--- src/common/fer_pkg.sv ---
`default_nettype none
package fer_pkg;
  // Flash bus widths
  localparam int ADDR_W = 19;
  localparam int DATA_W = 8;

  // Software register offsets
  localparam logic [3:0] REG_CTRL   = 4'h0;
  localparam logic [3:0] REG_SECTOR = 4'h4;
  localparam logic [3:0] REG_STATUS = 4'h8;

  // Control register operation codes, in bits [2:0]
  typedef enum logic [2:0] {
    OP_NONE    = 3'h0,
    OP_CHIP    = 3'h1,
    OP_SECTOR  = 3'h2,
    OP_RESET   = 3'h3,
    OP_ADD     = 3'h4,
    OP_SUSPEND = 3'h5
  } fer_op_t;
  localparam int CTRL_OP_LSB = 0;

  // Status register field positions
  localparam int ST_BUSY     = 0;
  localparam int ST_DONE     = 1;
  localparam int ST_FAIL     = 2;
  localparam int ST_WIN      = 3;
  localparam int ST_LATE     = 4;
  localparam int ST_RDY      = 5;
  localparam int ST_LAST_LSB = 8;

  // Unlock pairs and command codes
  localparam logic [ADDR_W-1:0] UNLOCK1_ADDR = 19'h00555;
  localparam logic [DATA_W-1:0] UNLOCK1_DATA = 8'haa;
  localparam logic [ADDR_W-1:0] UNLOCK2_ADDR = 19'h002aa;
  localparam logic [DATA_W-1:0] UNLOCK2_DATA = 8'h55;
  localparam logic [ADDR_W-1:0] ANY_ADDR     = 19'h00000;
  localparam logic [DATA_W-1:0] CMD_SETUP    = 8'h80;
  localparam logic [DATA_W-1:0] CMD_CHIP     = 8'h10;
  localparam logic [DATA_W-1:0] CMD_SECTOR   = 8'h30;
  localparam logic [DATA_W-1:0] CMD_RESET    = 8'hf0;
  localparam logic [DATA_W-1:0] CMD_SUSPEND  = 8'hb0;

  // Command sequence steps
  localparam logic [2:0] STEP_FIRST = 3'h0;
  localparam logic [2:0] STEP_LAST  = 3'h5;

  // Status byte bit positions read from the device
  localparam int BIT_POLL    = 7;
  localparam int BIT_TOGGLE  = 6;
  localparam int BIT_TIMEOUT = 5;
  localparam int BIT_WINDOW  = 3;

  // Timing, figures in ns, counts in 20 ns cycles
  localparam int CLK_NS      = 20;
  localparam int SETUP_NS    = 20;
  localparam int WE_PULSE_NS = 50;
  localparam int HOLD_NS     = 30;
  localparam int ACC_NS      = 90;
  localparam int LOAD_WIN_NS = 50000;
  localparam int SYNC_CYC    = 2;
  localparam logic [3:0] SETUP_CYC = 4'((SETUP_NS + CLK_NS - 1) / CLK_NS);
  localparam logic [3:0] PULSE_CYC = 4'((WE_PULSE_NS + CLK_NS - 1) / CLK_NS);
  localparam logic [3:0] HOLD_CYC  = 4'((HOLD_NS + CLK_NS - 1) / CLK_NS);
  localparam logic [3:0] READ_CYC  = 4'((ACC_NS + CLK_NS - 1) / CLK_NS + SYNC_CYC);
  localparam logic [3:0] CNT_ONE   = 4'h1;
  // Longest time, so rounded down
  localparam logic [11:0] LOAD_WIN_CYC   = 12'(LOAD_WIN_NS / CLK_NS);
  // Next falling edge lands a few cycles after launch
  localparam logic [11:0] WIN_MARGIN_CYC = 12'h008;
  localparam logic [11:0] WIN_LAUNCH_CYC = LOAD_WIN_CYC - WIN_MARGIN_CYC;
endpackage
`default_nettype wire

--- src/hdl/fer_bus_cycle.sv ---
`timescale 1ns/1ps
`default_nettype none
module fer_bus_cycle (
  input  wire logic                       clk,
  input  wire logic                       rst,
  input  wire logic                       start,
  input  wire logic                       wr,
  input  wire logic [fer_pkg::ADDR_W-1:0] addr,
  input  wire logic [fer_pkg::DATA_W-1:0] wdata,
  output logic                            done,
  output logic      [fer_pkg::DATA_W-1:0] rdata,
  output logic      [fer_pkg::ADDR_W-1:0] flash_addr,
  output logic      [fer_pkg::DATA_W-1:0] flash_dq_o,
  output logic                            flash_dq_oe,
  input  wire logic [fer_pkg::DATA_W-1:0] flash_dq_i,
  output logic                            flash_ce_n,
  output logic                            flash_we_n,
  output logic                            flash_oe_n
);
  typedef enum logic [1:0] {
    CY_IDLE   = 2'b00,
    CY_SETUP  = 2'b01,
    CY_STROBE = 2'b11,
    CY_HOLD   = 2'b10
  } fer_cy_t;

  typedef struct packed {
    fer_cy_t                    st;
    logic [3:0]                 cnt;
    logic                       wr;
    logic                       done;
    logic [fer_pkg::DATA_W-1:0] rdata;
    logic [fer_pkg::ADDR_W-1:0] addr;
    logic [fer_pkg::DATA_W-1:0] dq_o;
    logic                       dq_oe;
    logic                       ce_n;
    logic                       we_n;
    logic                       oe_n;
    logic [fer_pkg::DATA_W-1:0] s1;
    logic [fer_pkg::DATA_W-1:0] s2;
  } fer_cy_state_t;

  localparam fer_cy_state_t CY_RST = '{st: CY_IDLE, ce_n: 1'b1, we_n: 1'b1, oe_n: 1'b1, default: '0};

  fer_cy_state_t q;
  fer_cy_state_t d;

  // Strobe sequencing; chip select leads and trails write strobe
  always_comb begin
    d      = q;
    d.done = 1'b0;
    d.s1   = flash_dq_i;
    d.s2   = q.s1;
    unique case (q.st)
      CY_IDLE: begin
        if (start) begin
          d.st    = CY_SETUP;
          d.wr    = wr;
          d.addr  = addr;
          d.dq_o  = wdata;
          d.dq_oe = wr;
          d.ce_n  = 1'b0;
          d.oe_n  = wr;
          d.cnt   = fer_pkg::SETUP_CYC;
        end
      end
      CY_SETUP: begin
        if (q.cnt == fer_pkg::CNT_ONE) begin
          d.st   = CY_STROBE;
          d.we_n = ~q.wr; // Later falling edge latches address
          d.cnt  = q.wr ? fer_pkg::PULSE_CYC : fer_pkg::READ_CYC;
        end else begin
          d.cnt = q.cnt - fer_pkg::CNT_ONE;
        end
      end
      CY_STROBE: begin
        if (q.cnt == fer_pkg::CNT_ONE) begin
          d.st   = CY_HOLD;
          d.cnt  = fer_pkg::HOLD_CYC;
          d.we_n = 1'b1; // Earlier rising edge latches data and starts erase
          if (!q.wr) begin
            d.rdata = q.s2;
            d.oe_n  = 1'b1;
            d.ce_n  = 1'b1;
          end
        end else begin
          d.cnt = q.cnt - fer_pkg::CNT_ONE;
        end
      end
      CY_HOLD: begin
        if (q.cnt == fer_pkg::CNT_ONE) begin
          d.st    = CY_IDLE;
          d.ce_n  = 1'b1;
          d.dq_oe = 1'b0;
          d.done  = 1'b1;
        end else begin
          d.cnt = q.cnt - fer_pkg::CNT_ONE;
        end
      end
    endcase
  end

  always_ff @(posedge clk or posedge rst) begin
    if (rst) begin
      q <= CY_RST;
    end else begin
      q <= d;
    end
  end

  assign done        = q.done;
  assign rdata       = q.rdata;
  assign flash_addr  = q.addr;
  assign flash_dq_o  = q.dq_o;
  assign flash_dq_oe = q.dq_oe;
  assign flash_ce_n  = q.ce_n;
  assign flash_we_n  = q.we_n;
  assign flash_oe_n  = q.oe_n;
endmodule
`default_nettype wire

--- src/hdl/fer_erase_ctrl.sv ---
// Functional notes
// - Chip erase: unlock, unlock, 80H, unlock, unlock, 10H
// - Sector erase: same prefix, then 30H at sector
// - Extra sectors within 50us of previous rise
// - Host writes reset after timeout or identification
// - Status valid only at relevant address
//
// The plain strobed port and the placing of the registers were chosen for this implementation.
`timescale 1ns/1ps
`default_nettype none
module fer_erase_ctrl (
  input  wire logic                       clk,
  input  wire logic                       rst,
  input  wire logic [3:0]                 reg_addr,
  input  wire logic [31:0]                reg_wdata,
  input  wire logic                       reg_wr,
  input  wire logic                       reg_rd,
  output logic      [31:0]                reg_rdata,
  output logic      [fer_pkg::ADDR_W-1:0] flash_addr,
  output logic      [fer_pkg::DATA_W-1:0] flash_dq_o,
  output logic                            flash_dq_oe,
  input  wire logic [fer_pkg::DATA_W-1:0] flash_dq_i,
  output logic                            flash_ce_n,
  output logic                            flash_we_n,
  output logic                            flash_oe_n,
  input  wire logic                       ready_busy_out
);
  typedef enum logic [2:0] {
    ST_IDLE = 3'b000,
    ST_SEQ  = 3'b001,
    ST_WIN  = 3'b011,
    ST_POLL = 3'b010
  } fer_st_t;

  typedef struct packed {
    fer_st_t                    st;
    fer_pkg::fer_op_t           op;
    logic [2:0]                 step;
    logic                       wait_cy;
    logic [fer_pkg::ADDR_W-1:0] sector;
    logic [fer_pkg::ADDR_W-1:0] poll_addr;
    logic [fer_pkg::ADDR_W-1:0] pend_sector;
    logic                       pend;
    logic                       susp_req;
    logic [11:0]                win_cnt;
    logic [fer_pkg::DATA_W-1:0] prev;
    logic                       have_prev;
    logic [fer_pkg::DATA_W-1:0] last;
    logic                       done;
    logic                       fail;
    logic                       late;
    logic                       rb1;
    logic                       rb2;
    logic [31:0]                rdata;
    logic                       cy_start;
    logic                       cy_wr;
    logic [fer_pkg::ADDR_W-1:0] cy_addr;
    logic [fer_pkg::DATA_W-1:0] cy_data;
  } fer_state_t;

  fer_state_t q;
  fer_state_t d;

  logic                       cy_done;
  logic [fer_pkg::DATA_W-1:0] cy_rdata;
  logic [fer_pkg::ADDR_W-1:0] step_addr;
  logic [fer_pkg::DATA_W-1:0] step_data;
  fer_pkg::fer_op_t           wr_op;
  logic                       ctrl_wr;

  assign ctrl_wr = reg_wr && (reg_addr == fer_pkg::REG_CTRL);
  assign wr_op   = fer_pkg::fer_op_t'(reg_wdata[fer_pkg::CTRL_OP_LSB +: 3]);

  // Address and data of each command cycle
  always_comb begin
    step_addr = fer_pkg::UNLOCK1_ADDR;
    step_data = fer_pkg::UNLOCK1_DATA;
    unique case (q.step)
      3'h0: begin
        step_addr = fer_pkg::UNLOCK1_ADDR;
        step_data = fer_pkg::UNLOCK1_DATA;
      end
      3'h1: begin
        step_addr = fer_pkg::UNLOCK2_ADDR;
        step_data = fer_pkg::UNLOCK2_DATA;
      end
      3'h2: begin
        step_addr = fer_pkg::UNLOCK1_ADDR;
        step_data = fer_pkg::CMD_SETUP;
      end
      3'h3: begin
        step_addr = fer_pkg::UNLOCK1_ADDR;
        step_data = fer_pkg::UNLOCK1_DATA;
      end
      3'h4: begin
        step_addr = fer_pkg::UNLOCK2_ADDR;
        step_data = fer_pkg::UNLOCK2_DATA;
      end
      default: begin
        // Final cycle depends on the operation
        unique case (q.op)
          fer_pkg::OP_CHIP: begin
            step_addr = fer_pkg::UNLOCK1_ADDR;
            step_data = fer_pkg::CMD_CHIP;
          end
          fer_pkg::OP_SECTOR: begin
            step_addr = q.sector;
            step_data = fer_pkg::CMD_SECTOR;
          end
          fer_pkg::OP_SUSPEND: begin
            step_addr = q.sector;
            step_data = fer_pkg::CMD_SUSPEND;
          end
          default: begin
            step_addr = fer_pkg::ANY_ADDR; // Address is don't care
            step_data = fer_pkg::CMD_RESET;
          end
        endcase
      end
    endcase
  end

  // Controller sequencing and register file
  always_comb begin
    d          = q;
    d.cy_start = 1'b0;
    d.rb1      = ready_busy_out;
    d.rb2      = q.rb1;
    d.rdata    = '0;
    if (cy_done) begin
      d.wait_cy = 1'b0;
    end

    // Register writes
    if (reg_wr && reg_addr == fer_pkg::REG_SECTOR) begin
      d.sector = reg_wdata[fer_pkg::ADDR_W-1:0];
    end
    if (ctrl_wr) begin
      unique case (wr_op)
        fer_pkg::OP_CHIP, fer_pkg::OP_SECTOR: begin
          if (q.st == ST_IDLE) begin
            d.st   = ST_SEQ;
            d.op   = wr_op;
            d.step = fer_pkg::STEP_FIRST;
            d.done = 1'b0;
            d.fail = 1'b0;
            d.late = 1'b0;
          end
        end
        fer_pkg::OP_RESET: begin
          // Never sent while erasing; device would ignore it
          if (q.st == ST_IDLE || q.st == ST_WIN) begin
            d.st   = ST_SEQ;
            d.op   = fer_pkg::OP_RESET;
            d.step = fer_pkg::STEP_LAST;
            d.pend = 1'b0;
            d.done = 1'b0;
          end
        end
        fer_pkg::OP_ADD: begin
          if (q.st == ST_WIN) begin
            d.pend        = 1'b1;
            d.pend_sector = reg_wdata[fer_pkg::ADDR_W-1:0] == '0 ? q.sector
                                                                  : reg_wdata[fer_pkg::ADDR_W-1:0];
          end else begin
            d.late = 1'b1;
          end
        end
        fer_pkg::OP_SUSPEND: begin
          if ((q.st == ST_WIN || q.st == ST_POLL) && q.op == fer_pkg::OP_SECTOR) begin
            d.susp_req = 1'b1;
          end
        end
        default: begin
        end
      endcase
    end

    unique case (q.st)
      ST_IDLE: begin
      end
      ST_SEQ: begin
        // One command write at a time, fixed order
        if (!q.wait_cy && !cy_done) begin
          d.cy_start = 1'b1;
          d.cy_wr    = 1'b1;
          d.cy_addr  = step_addr;
          d.cy_data  = step_data;
          d.wait_cy  = 1'b1;
        end else if (cy_done) begin
          if (q.step != fer_pkg::STEP_LAST) begin
            d.step = q.step + 3'h1;
          end else begin
            unique case (q.op)
              fer_pkg::OP_CHIP: begin
                d.st        = ST_POLL;
                d.poll_addr = fer_pkg::ANY_ADDR;
                d.have_prev = 1'b0;
              end
              fer_pkg::OP_SECTOR: begin
                d.st      = ST_WIN;
                d.win_cnt = '0;
              end
              default: begin
                // Reset or suspend write ends the operation
                d.st       = ST_IDLE;
                d.done     = 1'b1;
                d.susp_req = 1'b0;
              end
            endcase
          end
        end
      end
      ST_WIN: begin
        // Timer restarts when the last load write cycle completes, after chip select rises
        if (!q.wait_cy && q.win_cnt != fer_pkg::LOAD_WIN_CYC) begin
          d.win_cnt = q.win_cnt + 12'h001;
        end
        if (q.wait_cy) begin
          if (cy_done) begin
            d.win_cnt = '0;
          end
        end else if (q.susp_req) begin
          d.st   = ST_SEQ; // Suspend ends the window at once
          d.op   = fer_pkg::OP_SUSPEND;
          d.step = fer_pkg::STEP_LAST;
          d.pend = 1'b0;
        end else if (q.pend && q.win_cnt < fer_pkg::WIN_LAUNCH_CYC) begin
          d.cy_start = 1'b1;
          d.cy_wr    = 1'b1;
          d.cy_addr  = q.pend_sector;
          d.cy_data  = fer_pkg::CMD_SECTOR;
          d.wait_cy  = 1'b1;
          d.pend     = 1'b0;
        end else if (q.pend) begin
          d.pend = 1'b0; // Too late to load; refused
          d.late = 1'b1;
        end else if (q.win_cnt == fer_pkg::LOAD_WIN_CYC) begin
          d.st        = ST_POLL;
          d.poll_addr = q.sector; // Poll inside an erased sector
          d.have_prev = 1'b0;
        end
      end
      ST_POLL: begin
        if (!q.wait_cy && !cy_done) begin
          if (q.susp_req) begin
            d.st   = ST_SEQ;
            d.op   = fer_pkg::OP_SUSPEND;
            d.step = fer_pkg::STEP_LAST;
          end else begin
            d.cy_start = 1'b1;
            d.cy_wr    = 1'b0;
            d.cy_addr  = q.poll_addr;
            d.wait_cy  = 1'b1;
          end
        end else if (cy_done) begin
          d.last      = cy_rdata;
          d.prev      = cy_rdata;
          d.have_prev = 1'b1;
          if (q.have_prev && cy_rdata[fer_pkg::BIT_POLL] &&
              cy_rdata[fer_pkg::BIT_TOGGLE] == q.prev[fer_pkg::BIT_TOGGLE]) begin
            d.st   = ST_IDLE; // Device is back in array read
            d.done = 1'b1;
          end else if (cy_rdata[fer_pkg::BIT_TIMEOUT]) begin
            // Failed erase needs a reset to read the array again
            d.fail = 1'b1;
            d.st   = ST_SEQ;
            d.op   = fer_pkg::OP_RESET;
            d.step = fer_pkg::STEP_LAST;
          end
        end
      end
      default: begin
        d.st = ST_IDLE;
      end
    endcase

    // Read data stands one cycle after the strobe
    if (reg_rd) begin
      unique case (reg_addr)
        fer_pkg::REG_SECTOR: d.rdata = 32'(q.sector);
        fer_pkg::REG_STATUS: begin
          d.rdata[fer_pkg::ST_BUSY] = (q.st != ST_IDLE);
          d.rdata[fer_pkg::ST_DONE] = q.done;
          d.rdata[fer_pkg::ST_FAIL] = q.fail;
          d.rdata[fer_pkg::ST_WIN]  = (q.st == ST_WIN);
          d.rdata[fer_pkg::ST_LATE] = q.late;
          d.rdata[fer_pkg::ST_RDY]  = q.rb2;
          d.rdata[fer_pkg::ST_LAST_LSB +: fer_pkg::DATA_W] = q.last;
        end
        default: d.rdata = '0;
      endcase
    end
  end

  always_ff @(posedge clk or posedge rst) begin
    if (rst) begin
      q <= '0;
    end else begin
      q <= d;
    end
  end

  fer_bus_cycle u_cycle (
    .clk         (clk),
    .rst         (rst),
    .start       (q.cy_start),
    .wr          (q.cy_wr),
    .addr        (q.cy_addr),
    .wdata       (q.cy_data),
    .done        (cy_done),
    .rdata       (cy_rdata),
    .flash_addr  (flash_addr),
    .flash_dq_o  (flash_dq_o),
    .flash_dq_oe (flash_dq_oe),
    .flash_dq_i  (flash_dq_i),
    .flash_ce_n  (flash_ce_n),
    .flash_we_n  (flash_we_n),
    .flash_oe_n  (flash_oe_n)
  );

  assign reg_rdata = q.rdata;
endmodule
`default_nettype wire

--- config.mk ---
export PLATFORM = sky130hd
export DESIGN_NAME = fer_erase_ctrl
export DESIGN_NICKNAME = d
export VERILOG_FILES = /design/src/common/fer_pkg.sv /design/src/hdl/fer_bus_cycle.sv /design/src/hdl/fer_erase_ctrl.sv
export SDC_FILE = /design/constraint.sdc
export NUM_CORES = 1
export LEC_CHECK = 0
export BUFFER_PORTS_ARGS = -buffer_cell sky130_fd_sc_hd__clkbuf_2
export CAP_MARGIN = 20
export CORE_ASPECT_RATIO = 1.75
export CORE_MARGIN = 8
export CORE_UTILIZATION = 45
export DETAILED_ROUTE_END_ITERATION = 16
export PLACE_DENSITY = 0.75
export SLEW_MARGIN = 20
export SYNTH_ARGS = -nofsm -noshare
export SYNTH_HDL_FRONTEND = slang
export SYNTH_SLANG_ARGS = --single-unit
--- constraint.sdc ---
create_clock -name clk -period 9.7 [get_ports clk]
set_input_delay 1.94 -clock clk [delete_from_list [all_inputs] [get_ports clk]]
set_output_delay 1.94 -clock clk [all_outputs]
set_load 0.01 [all_outputs]
Word level (Yosys, flattened, before mapping):

Index checks and enable logic that the tools add are counted.

* output and inout bits: 63
* bits of input ports: 49
* bits in registers: 219
* logic and storage cells: 268

* bitwise gates (word level): 2
* reductions and logical operators: 45
* order comparisons: 1
* eq/ne operators: 47
* mux-type cells: 135
* add/sub/neg operators: 3

Operators by type and width (number)
* 19-bit two-way mux: 11
* 29-bit two-way mux: 4
* 19-bit one-hot mux with 2 select lines: 3
* 9-bit two-way mux: 7
* 21-bit one-hot mux with 3 select lines: 1
* 12-bit two-way mux: 4
* 3-bit two-way mux: 16
* 8-bit one-hot mux with 3 select lines: 2
* 1-bit two-way mux: 47
* 21-bit two-way mux: 2
* 13-bit two-way mux: 3
* 8-bit one-hot mux with 2 select lines: 2
* 2-bit inequality test, second input constant: 15
* 12-bit one-hot mux with 2 select lines: 1
* 6-bit one-hot mux with 4 select lines: 1
* 11-bit two-way mux: 2
* 3-bit by 2-bit == test with 1-bit output, second input constant: 7
* 19-bit zero test: 1
* 9-bit one-hot mux with 2 select lines: 1
* 3-bit AND reduction: 5
* 5-bit AND reduction: 3
* 2-bit two-way mux: 7
* 2-bit by 1-bit inequality test with 1-bit output, second input constant: 7
* 1-bit one-hot mux with 2 select lines: 7
* other kinds (41): 74

Depth between registers and ports, before layout:

Gate-level depths: netlist of the first run.

* word-level depth: 11
* gate-level depth with buffers: 8

By module:

A second synthesis of the first run with hierarchy kept.

* cell total of the unflattened synthesis: 801
* area, all modules: 9364.0 um^2

Modules (own cells, without submodules)
* fer_erase_ctrl: sequential area each 3528.4 um^2, cells an instance 615, area each 6776.5 um^2, instances 1
* fer_bus_cycle: sequential area each 1580.3 um^2, cells an instance 186, area each 2587.5 um^2, instances 1

Worst setup path after synthesis of the first run:

OpenSTA, ideal clock, no wires.

* kind: in2reg
* from: input port reg_wdata[0]
* to: register q[105] (netlist bit)
* library setup time: 0.125 ns
* path slack: 6.340 ns
* arrival: 3.235 ns
* required time: 9.575 ns
* stages on the path: 7
* cells stage by stage: clkbuf_1 nor2_1 nand2_1 nor2_1 and2_1 clkbuf_1 mux2_2

* cells in the longest elaborated chain, start to end: 2

RTL lines
* from (decl): line fer_erase_ctrl.sv:15 `input wire logic [31:0] reg_wdata,`
* 19-bit zero test / 3-bit == test (equally long branches): line fer_erase_ctrl.sv:163, fer_erase_ctrl.sv:139
* 19-bit two-way mux / 3-bit AND reduction (equally long branches)
* to (signal assigned): line fer_erase_ctrl.sv:298 `q <= '0;`
* to (signal assigned): line fer_erase_ctrl.sv:300 `q <= d;`
* to (decl): line fer_erase_ctrl.sv:61 `fer_state_t q;`

Parallel ways exist; a longest one is shown, timed or not.
A chain may end at the register's enable or synchronous reset.

Final worst setup path of the first run:

* from: input port reg_addr[1]
* to: register q[146] (netlist bit)

* cells in the longest elaborated chain, start to end: 2

RTL lines
* from (decl): line fer_erase_ctrl.sv:14 `input wire logic [3:0] reg_addr,`
* 4-bit by 3-bit == test with 1-bit output: line fer_erase_ctrl.sv:135 `if (reg_wr && reg_addr == fer_pkg::REG_SECTOR) begin`
* 1-bit logical AND: line fer_erase_ctrl.sv:135

Every way passes these cells.

==> impl_metrics.tcl, run 1 <==
set metrics [dict create \
    finalSetupViolCount 0 \
    clk_path_buf_depth 3 \
    yosysMostFrequentCell "dfrtp_1" \
    via_count 6465 \
    finalCritPeriodShare 0.419 \
    synth-edff-count 0 \
    critPathArrivalTime_ps 4430 \
    critPathTopFamily "simple AND/OR/NAND/NOR gates" \
    finalCriticalPeriod_ps 4060 \
    path_buf_inv 1 \
    fin_nets 894 \
    cap_violations 0 \
    status "finished clean" \
    drc_errors 0 \
    powerDensity_nw_per_um2 198 \
    rsz0062_at_grt "no" \
    vdd_ir_drop_max_mv 0.129 \
    die_y_um 205 \
    tns_ps 0 \
    cts_buffers 20 \
    max_slew.worst_pin.slew_ps 1100 \
    port_buffers 85 \
    grt_pass1_wl_um 35500 \
    globalRouteMet3Util 0.0250 \
    slowest_stage "nand2_1" \
    synth_area_leaders "dfrtp_1 (54%), mux2_2 (9.5%), buf_4 (4.8%)" \
    clk_pin_slew_ps 60 \
    clk_latency_ps 490 \
    start_kind "input pin" \
    cts_tree "yes" \
    required_ps 10060 \
    drt_wl_total_um 21600 \
    core_area_um2 20200 \
    worstSetupPathType "input pin to register" \
    clock-sinks 202 \
    drt_iter0_drc 575 \
    maxSlewViolCount 0 \
    drive_above_1_share 0.277 \
    via_per_inst 5.89 \
    cts_root_buf "clkbuf_16" \
    cp_max_fo 20 \
    pre_cts_slack_ps 5140 \
    fin_worst_skew_ps 14.6 \
    final_cell_area_um2 10200 \
    syn_area_um2 9230 \
    rows 69 \
    synth_ff_type "dfrtp_1" \
    antenna_found_initial 0 \
    leakage_nw 4.81 \
    yosysWarnings 0 \
    ys_seq_area_frac 0.548 \
    start_util 0.457 \
    path_cells "clkbuf_2, nor3_1, and2_1, nand2_1, mux2_2" \
    slew_headroom 0.268 \
    grt_usage 0.168 \
    synth_commonest_cells "dfrtp_1 (199), mux2_2 (78), nand2_1 (61)" \
    hold_path_class "register to register" \
    num_antenna_cells 0 \
    met2_usage 0.297 \
    setup_ws_ps 5640 \
    grt_use_met1 0.196 \
    ys_types 72 \
    wire_per_inst_um 19.7 \
    grt_pass1_vias 6716 \
    syn_area_per_cell_um2 11.4 \
    top_usage_layer "met2" \
    placed_area_um2 9530 \
    synthToLayoutAreaGrowth_pct 10.2 \
    place_congestion 0.912 \
    htreeDepth 1 \
    endpoint_kind "register" \
    synth_cells 807 \
    max_stage_delay_ps 840 \
    grt_overflow 0 \
    total_power_mw 2.01 \
    grt_max_degree 133 \
    max_freq_mhz 246 \
    dp_hpwl_um 14700 \
    cts_setup_buffers 0 \
    finalHoldViolCount 0 \
    first_pass_iters 6 \
    postCtsHoldBufs 0 \
    die_w_um 124 \
    ioPinCount 112 \
    cts_resized 0 \
    ys_seq_elements 202 \
    async_flop_share 1.00 \
    ant_nets 0 \
    yosys.area.top_type "dfrtp_1" \
    dieArea_um2 25500 \
    synth_top_area_share 0.540 \
]
-- kinds of logic after synthesis --
logic type                 Yosys count  synth area share
adders and majority gates            9            0.0122
and+or+nand+nor                    212             0.118
buffers and inverters              118            0.0739
muxes                               80            0.0974
DFF                                202             0.548
other                                1          0.000406
AOI/OAI and AO/OA                  177             0.143
xor gates and xnor gates             8           0.00759
-- sequential cells by signal (all words and copies together) (netlist names), 6 cells and up --
signal	count
u_cycle.flash_dq_o	6
u_cycle.q	15
u_cycle.rdata	8
q	121
u_cycle.d	8
reg_rdata	19
u_cycle.flash_addr	19
-- per-layer routing --
| metal | share of wire | routed length, µm |
|---|---|---|
| met1 | 0.40 | 8600 |
| met5 | 0 | 0 |
| met2 | 0.51 | 11100 |
| met3 | 0.050 | 1070 |
| met4 | 0.038 | 830 |
-- worst reg2reg max path, cell delays in order (launching register included) --
cell      delay (ps)
dfrtp_1          480
nor3b_1          830
a31oi_2          490
nand2b_1         330
o311a_1          190
a41o_1           200
-- worst paths after layout --
path,from,cells after the start,to,slack [ps]
worst min register to register,d[61],0,q[61],350
worst min-delay path,d[61],0,q[61],350
max in group asynchronous,rst,3,q[125],6640
worst max-delay path,reg_addr[1],5,q[146],5640
worst max register to register,q[160],5,q[84],7070
min in group asynchronous,rst,2,q[134],1650
-- power by group --
group / internal (mW) / leakage [nW] / switching [mW]
sequential: 0.926 / 2.66 / 0.0888
clock: 0.434 / 0.318 / 0.324
combinational: 0.112 / 1.83 / 0.127
total: 1.47 / 4.81 / 0.540
-- cells in the final DEF (no fill, tap or decap), types with 6 or more instances in the layout --
master,count
nand2_1,61
a22o_1,10
and3_1,10
nor2_1,40
dfrtp_1,199
o211ai_1,15
a22o_2,10
nor2b_1,25
nor3b_1,7
xnor2_1,7
clkbuf_16,21
nand3_1,18
inv_1,17
conb_1,14
clkbuf_2,85
a222oi_1,19
a21oi_1,30
nor3_1,13
buf_4,8
a31oi_1,6
nand2b_1,7
ha_1,9
a22oi_1,14
mux2_2,78
o21ai_0,25
-- layout make-up --
| type | instances | area [µm²] |
|---|---|---|
| Fill cell | 1832 | 10000 |
| Sequential cell | 202 | 5060 |
| Tap cell | 248 | 310 |
| Multi-Input combinational cell | 500 | 3600 |
| Inverter | 19 | 78.8 |
| Clock inverter | 9 | 81.3 |
| Clock buffer | 26 | 554 |
| Timing Repair Buffer | 93 | 485 |
-- per-stage QoR --
stage	util	hold WS (ps)	instances
floorplan	-	331	820
global placement	0.472	334	1062
detailed placement	0.472	335	1062
CTS	0.503	348	1097
global route	0.503	354	1097
finish	0.503	346	1097
(Power assumes the default switching activity.)
==> run 2: changes to the inputs <==
--- a/config.mk
+++ b/config.mk
@@ -5,13 +5,14 @@
 export SDC_FILE = /design/constraint.sdc
 export NUM_CORES = 1
 export LEC_CHECK = 0
+export ABC_AREA = 1
 export BUFFER_PORTS_ARGS = -buffer_cell sky130_fd_sc_hd__clkbuf_2
 export CAP_MARGIN = 20
 export CORE_ASPECT_RATIO = 1.75
 export CORE_MARGIN = 8
 export CORE_UTILIZATION = 45
 export DETAILED_ROUTE_END_ITERATION = 16
-export PLACE_DENSITY = 0.75
+export PLACE_DENSITY = 0.78
 export SLEW_MARGIN = 20
 export SYNTH_ARGS = -nofsm -noshare
 export SYNTH_HDL_FRONTEND = slang
==> constraint.sdc (replaced) <==
create_clock -name clk -period 3.3 [get_ports clk]
set_input_delay 0.66 -clock clk [delete_from_list [all_inputs] [get_ports clk]]
set_output_delay 0.66 -clock clk [all_outputs]
set_load 0.01 [all_outputs]
==> run 2 against run 1 <==
Effect of this change: final cell count rose by 40%; setup slack got worse by 4600 ps; largest power group unchanged; synthesized cell count rose by 47%; die area rose by 5.4%; count of clock-buffer cells in the layout rose by 1; sequential cell count did not move.
==> impl_metrics.tcl, run 2 <==
set metrics [dict create \
    yosysMostFrequentCell "nand2_1" \
    finalCriticalPeriod_ps 2300 \
    ys_types 44 \
    place_congestion 0.904 \
    fin_worst_skew_ps 12.5 \
    rsz0062_at_grt "no" \
    first_pass_iters 5 \
    syn_area_um2 9780 \
    mostFrequentLayoutCell "nand2_1" \
    cts_setup_buffers 0 \
    ant_nets 0 \
    port_buffers 85 \
    vdd_ir_drop_max_mv 0.323 \
    p_switching_mw 1.75 \
    cap_violations 0 \
    synth_area_leaders "dfrtp_1 (51%), nand2_1 (16%), buf_4 (4.8%)" \
    p_sw_frac 0.285 \
    r2r_start "q[155]" \
    reg2reg_to "q[12]" \
    synth-edff-count 0 \
    grt_max_degree 82 \
    synthToLayoutAreaGrowth_pct 10.1 \
    start_util 0.457 \
    synth_cells 1187 \
    ys_seq_elements 202 \
    grt_overflow 0 \
    via_per_inst 4.95 \
    pwr-share-seq 0.481 \
    yosys.area.top_type "dfrtp_1" \
    path_cells "ha_1, ha_1, inv_1, nand3_1, nor3_1, o21ai_0, nand2_1, nand2_1, nor2_1, nand2_1" \
    hold_path_class "input pin to asynchronous set/reset pin" \
    pwr-share-comb 0.152 \
    final_cell_mix "nand2_1 (413), dfrtp_1 (199), inv_1 (110), nor2_1 (105), clkbuf_2 (85)" \
    via_count 7604 \
    dieArea_um2 26900 \
    fin_nets 1288 \
    async_flop_share 1.00 \
    clk_path_buf_depth 3 \
    die_y_um 211 \
    postCtsHoldBufs 0 \
    start_kind "register" \
    crit_top_cell "nand2_1" \
    grt_pass1_wl_um 38500 \
    cp_max_fo 7 \
    maxSlewViolCount 0 \
    clk_pin_slew_ps 60 \
    htreeDepth 1 \
    cts_root_buf "clkbuf_16" \
    yosysWarnings 0 \
    dp_hpwl_um 17000 \
    endpoint_kind "register" \
    largest_reg_flops 121 \
    rows 71 \
    pwr-share-clk 0.367 \
    tns_ps 0 \
    largest-register "q" \
    critPathTopFamily "simple AND/OR/NAND/NOR gates" \
    status "finished clean" \
    total_power_mw 6.15 \
    syn_area_per_cell_um2 8.24 \
    ys_seq_area_frac 0.517 \
    cts_tree "yes" \
    required_ps 3690 \
    slew_headroom 0.483 \
    powerDensity_nw_per_um2 571 \
    drt_wl_total_um 23100 \
    worstSetupPathType "register to register" \
    ioPinCount 112 \
    die_w_um 127 \
    reg2reg_depth 10 \
    r2r_setup_slack_ps 1000 \
    clock-sinks 202 \
    max_stage_delay_ps 580 \
    path_buf_inv 1 \
    whs_ps 235 \
    antenna_found_initial 1 \
    finalCritPeriodShare 0.696 \
    leakage_nw 5.70 \
    slowest_stage "nor3_1" \
    cts_buffers 19 \
    wire_per_inst_um 15.1 \
    grt_pass1_vias 7840 \
    num_antenna_cells 0 \
    max_freq_mhz 436 \
    finalHoldViolCount 0 \
    critPathArrivalTime_ps 2680 \
    core_area_um2 21400 \
    drive_above_1_share 0.154 \
    drt_iter0_drc 482 \
    finalSetupViolCount 0 \
    grt_usage 0.177 \
    drc_errors 0 \
    synth_commonest_cells "nand2_1 (413), dfrtp_1 (199), inv_1 (111)" \
    synth_ff_type "dfrtp_1" \
    cts_resized 0 \
    internal_power_mw 4.40 \
    max_slew.worst_pin.slew_ps 769 \
    clk_latency_ps 500 \
    synth_top_area_share 0.509 \
]
## run 2: cell count changes after synthesis, sizes merged, moves of 25 or more
cell | before | now
inv | 18 | 118
mux2 | 78 | 17
nand2 | 61 | 419
nor2 | 40 | 116
nor2b | 25 | 0
o21ai | 27 | 85
## run 2: area by class of cell
| type | count | area (µm²) |
|---|---|---|
| Multi-Input combinational cell | 790 | 3700 |
| Fill cell | 2025 | 10600 |
| Tap cell | 292 | 365 |
| Clock inverter | 7 | 96.3 |
| Sequential cell | 202 | 5060 |
| Clock buffer | 27 | 546 |
| Inverter | 119 | 450 |
| Timing Repair Buffer | 98 | 548 |
## run 2: routing by layer
layer  global-route usage  up-vias  wire [µm]
met5                    0        -          9
met4               0.0969        2       1130
met3               0.0291       75       1180
met2                0.332      218      12300
met1                0.183     3577       8540
li1                     -     3732          -
## run 2: cells by family after synthesis
logic type	after synthesis	synth area share
and+or+nand+nor	609	0.258
buffers and inverters	208	0.110
DFF	202	0.517
AOI/OAI and AO/OA	135	0.0779
muxes	21	0.0237
adders and majority gates	9	0.0115
xor gates and xnor gates	2	0.00179
other	1	0.000384
## run 2: metrics by stage
stage | instances | util | setup slack (ps) | cell area [µm²]
2_1_floorplan | 1200 | - | 26.1 | 9830
3_3_place_gp | 1501 | 0.473 | 994 | 10100
3_5_place_dp | 1501 | 0.473 | 946 | 10100
4_1_cts | 1535 | 0.503 | 1020 | 10800
5_1_grt | 1535 | 0.503 | 799 | 10800
6_report | 1535 | 0.503 | 1000 | 10800
## run 2: worst register-to-register path, stage by stage, from the launching register on
cell and delay (ps):
dfrtp_1 460, ha_1 230, ha_1 170, inv_1 70, nand3_1 170, nor3_1 580, o21ai_0 210, nand2_1 120
nand2_1 50, nor2_1 80, nand2_1 50
## run 2: power groups by stage
stage | Combinational, mW | Sequential, mW | Clock (mW)
2_1_floorplan | 0.736 | 2.93 | 0
3_3_place_gp | 0.908 | 2.99 | 0
3_5_place_dp | 0.927 | 3.00 | 0
4_1_cts | 0.940 | 2.96 | 2.31
5_1_grt | 1.08 | 3.00 | 2.39
6_report | 0.936 | 2.96 | 2.26
## run 2: worst max path at each step
stage,start,to,slack [ps],cells past startpoint
2_1_floorplan,rst,d[61],30,1
5_1_grt,q[155],q[12],800,10
3_5_place_dp,reg_addr[1],q[145],950,6
6_report,q[155],q[12],1000,10
3_3_place_gp,reg_addr[1],q[146],990,6
4_1_cts,q[155],q[12],1020,10
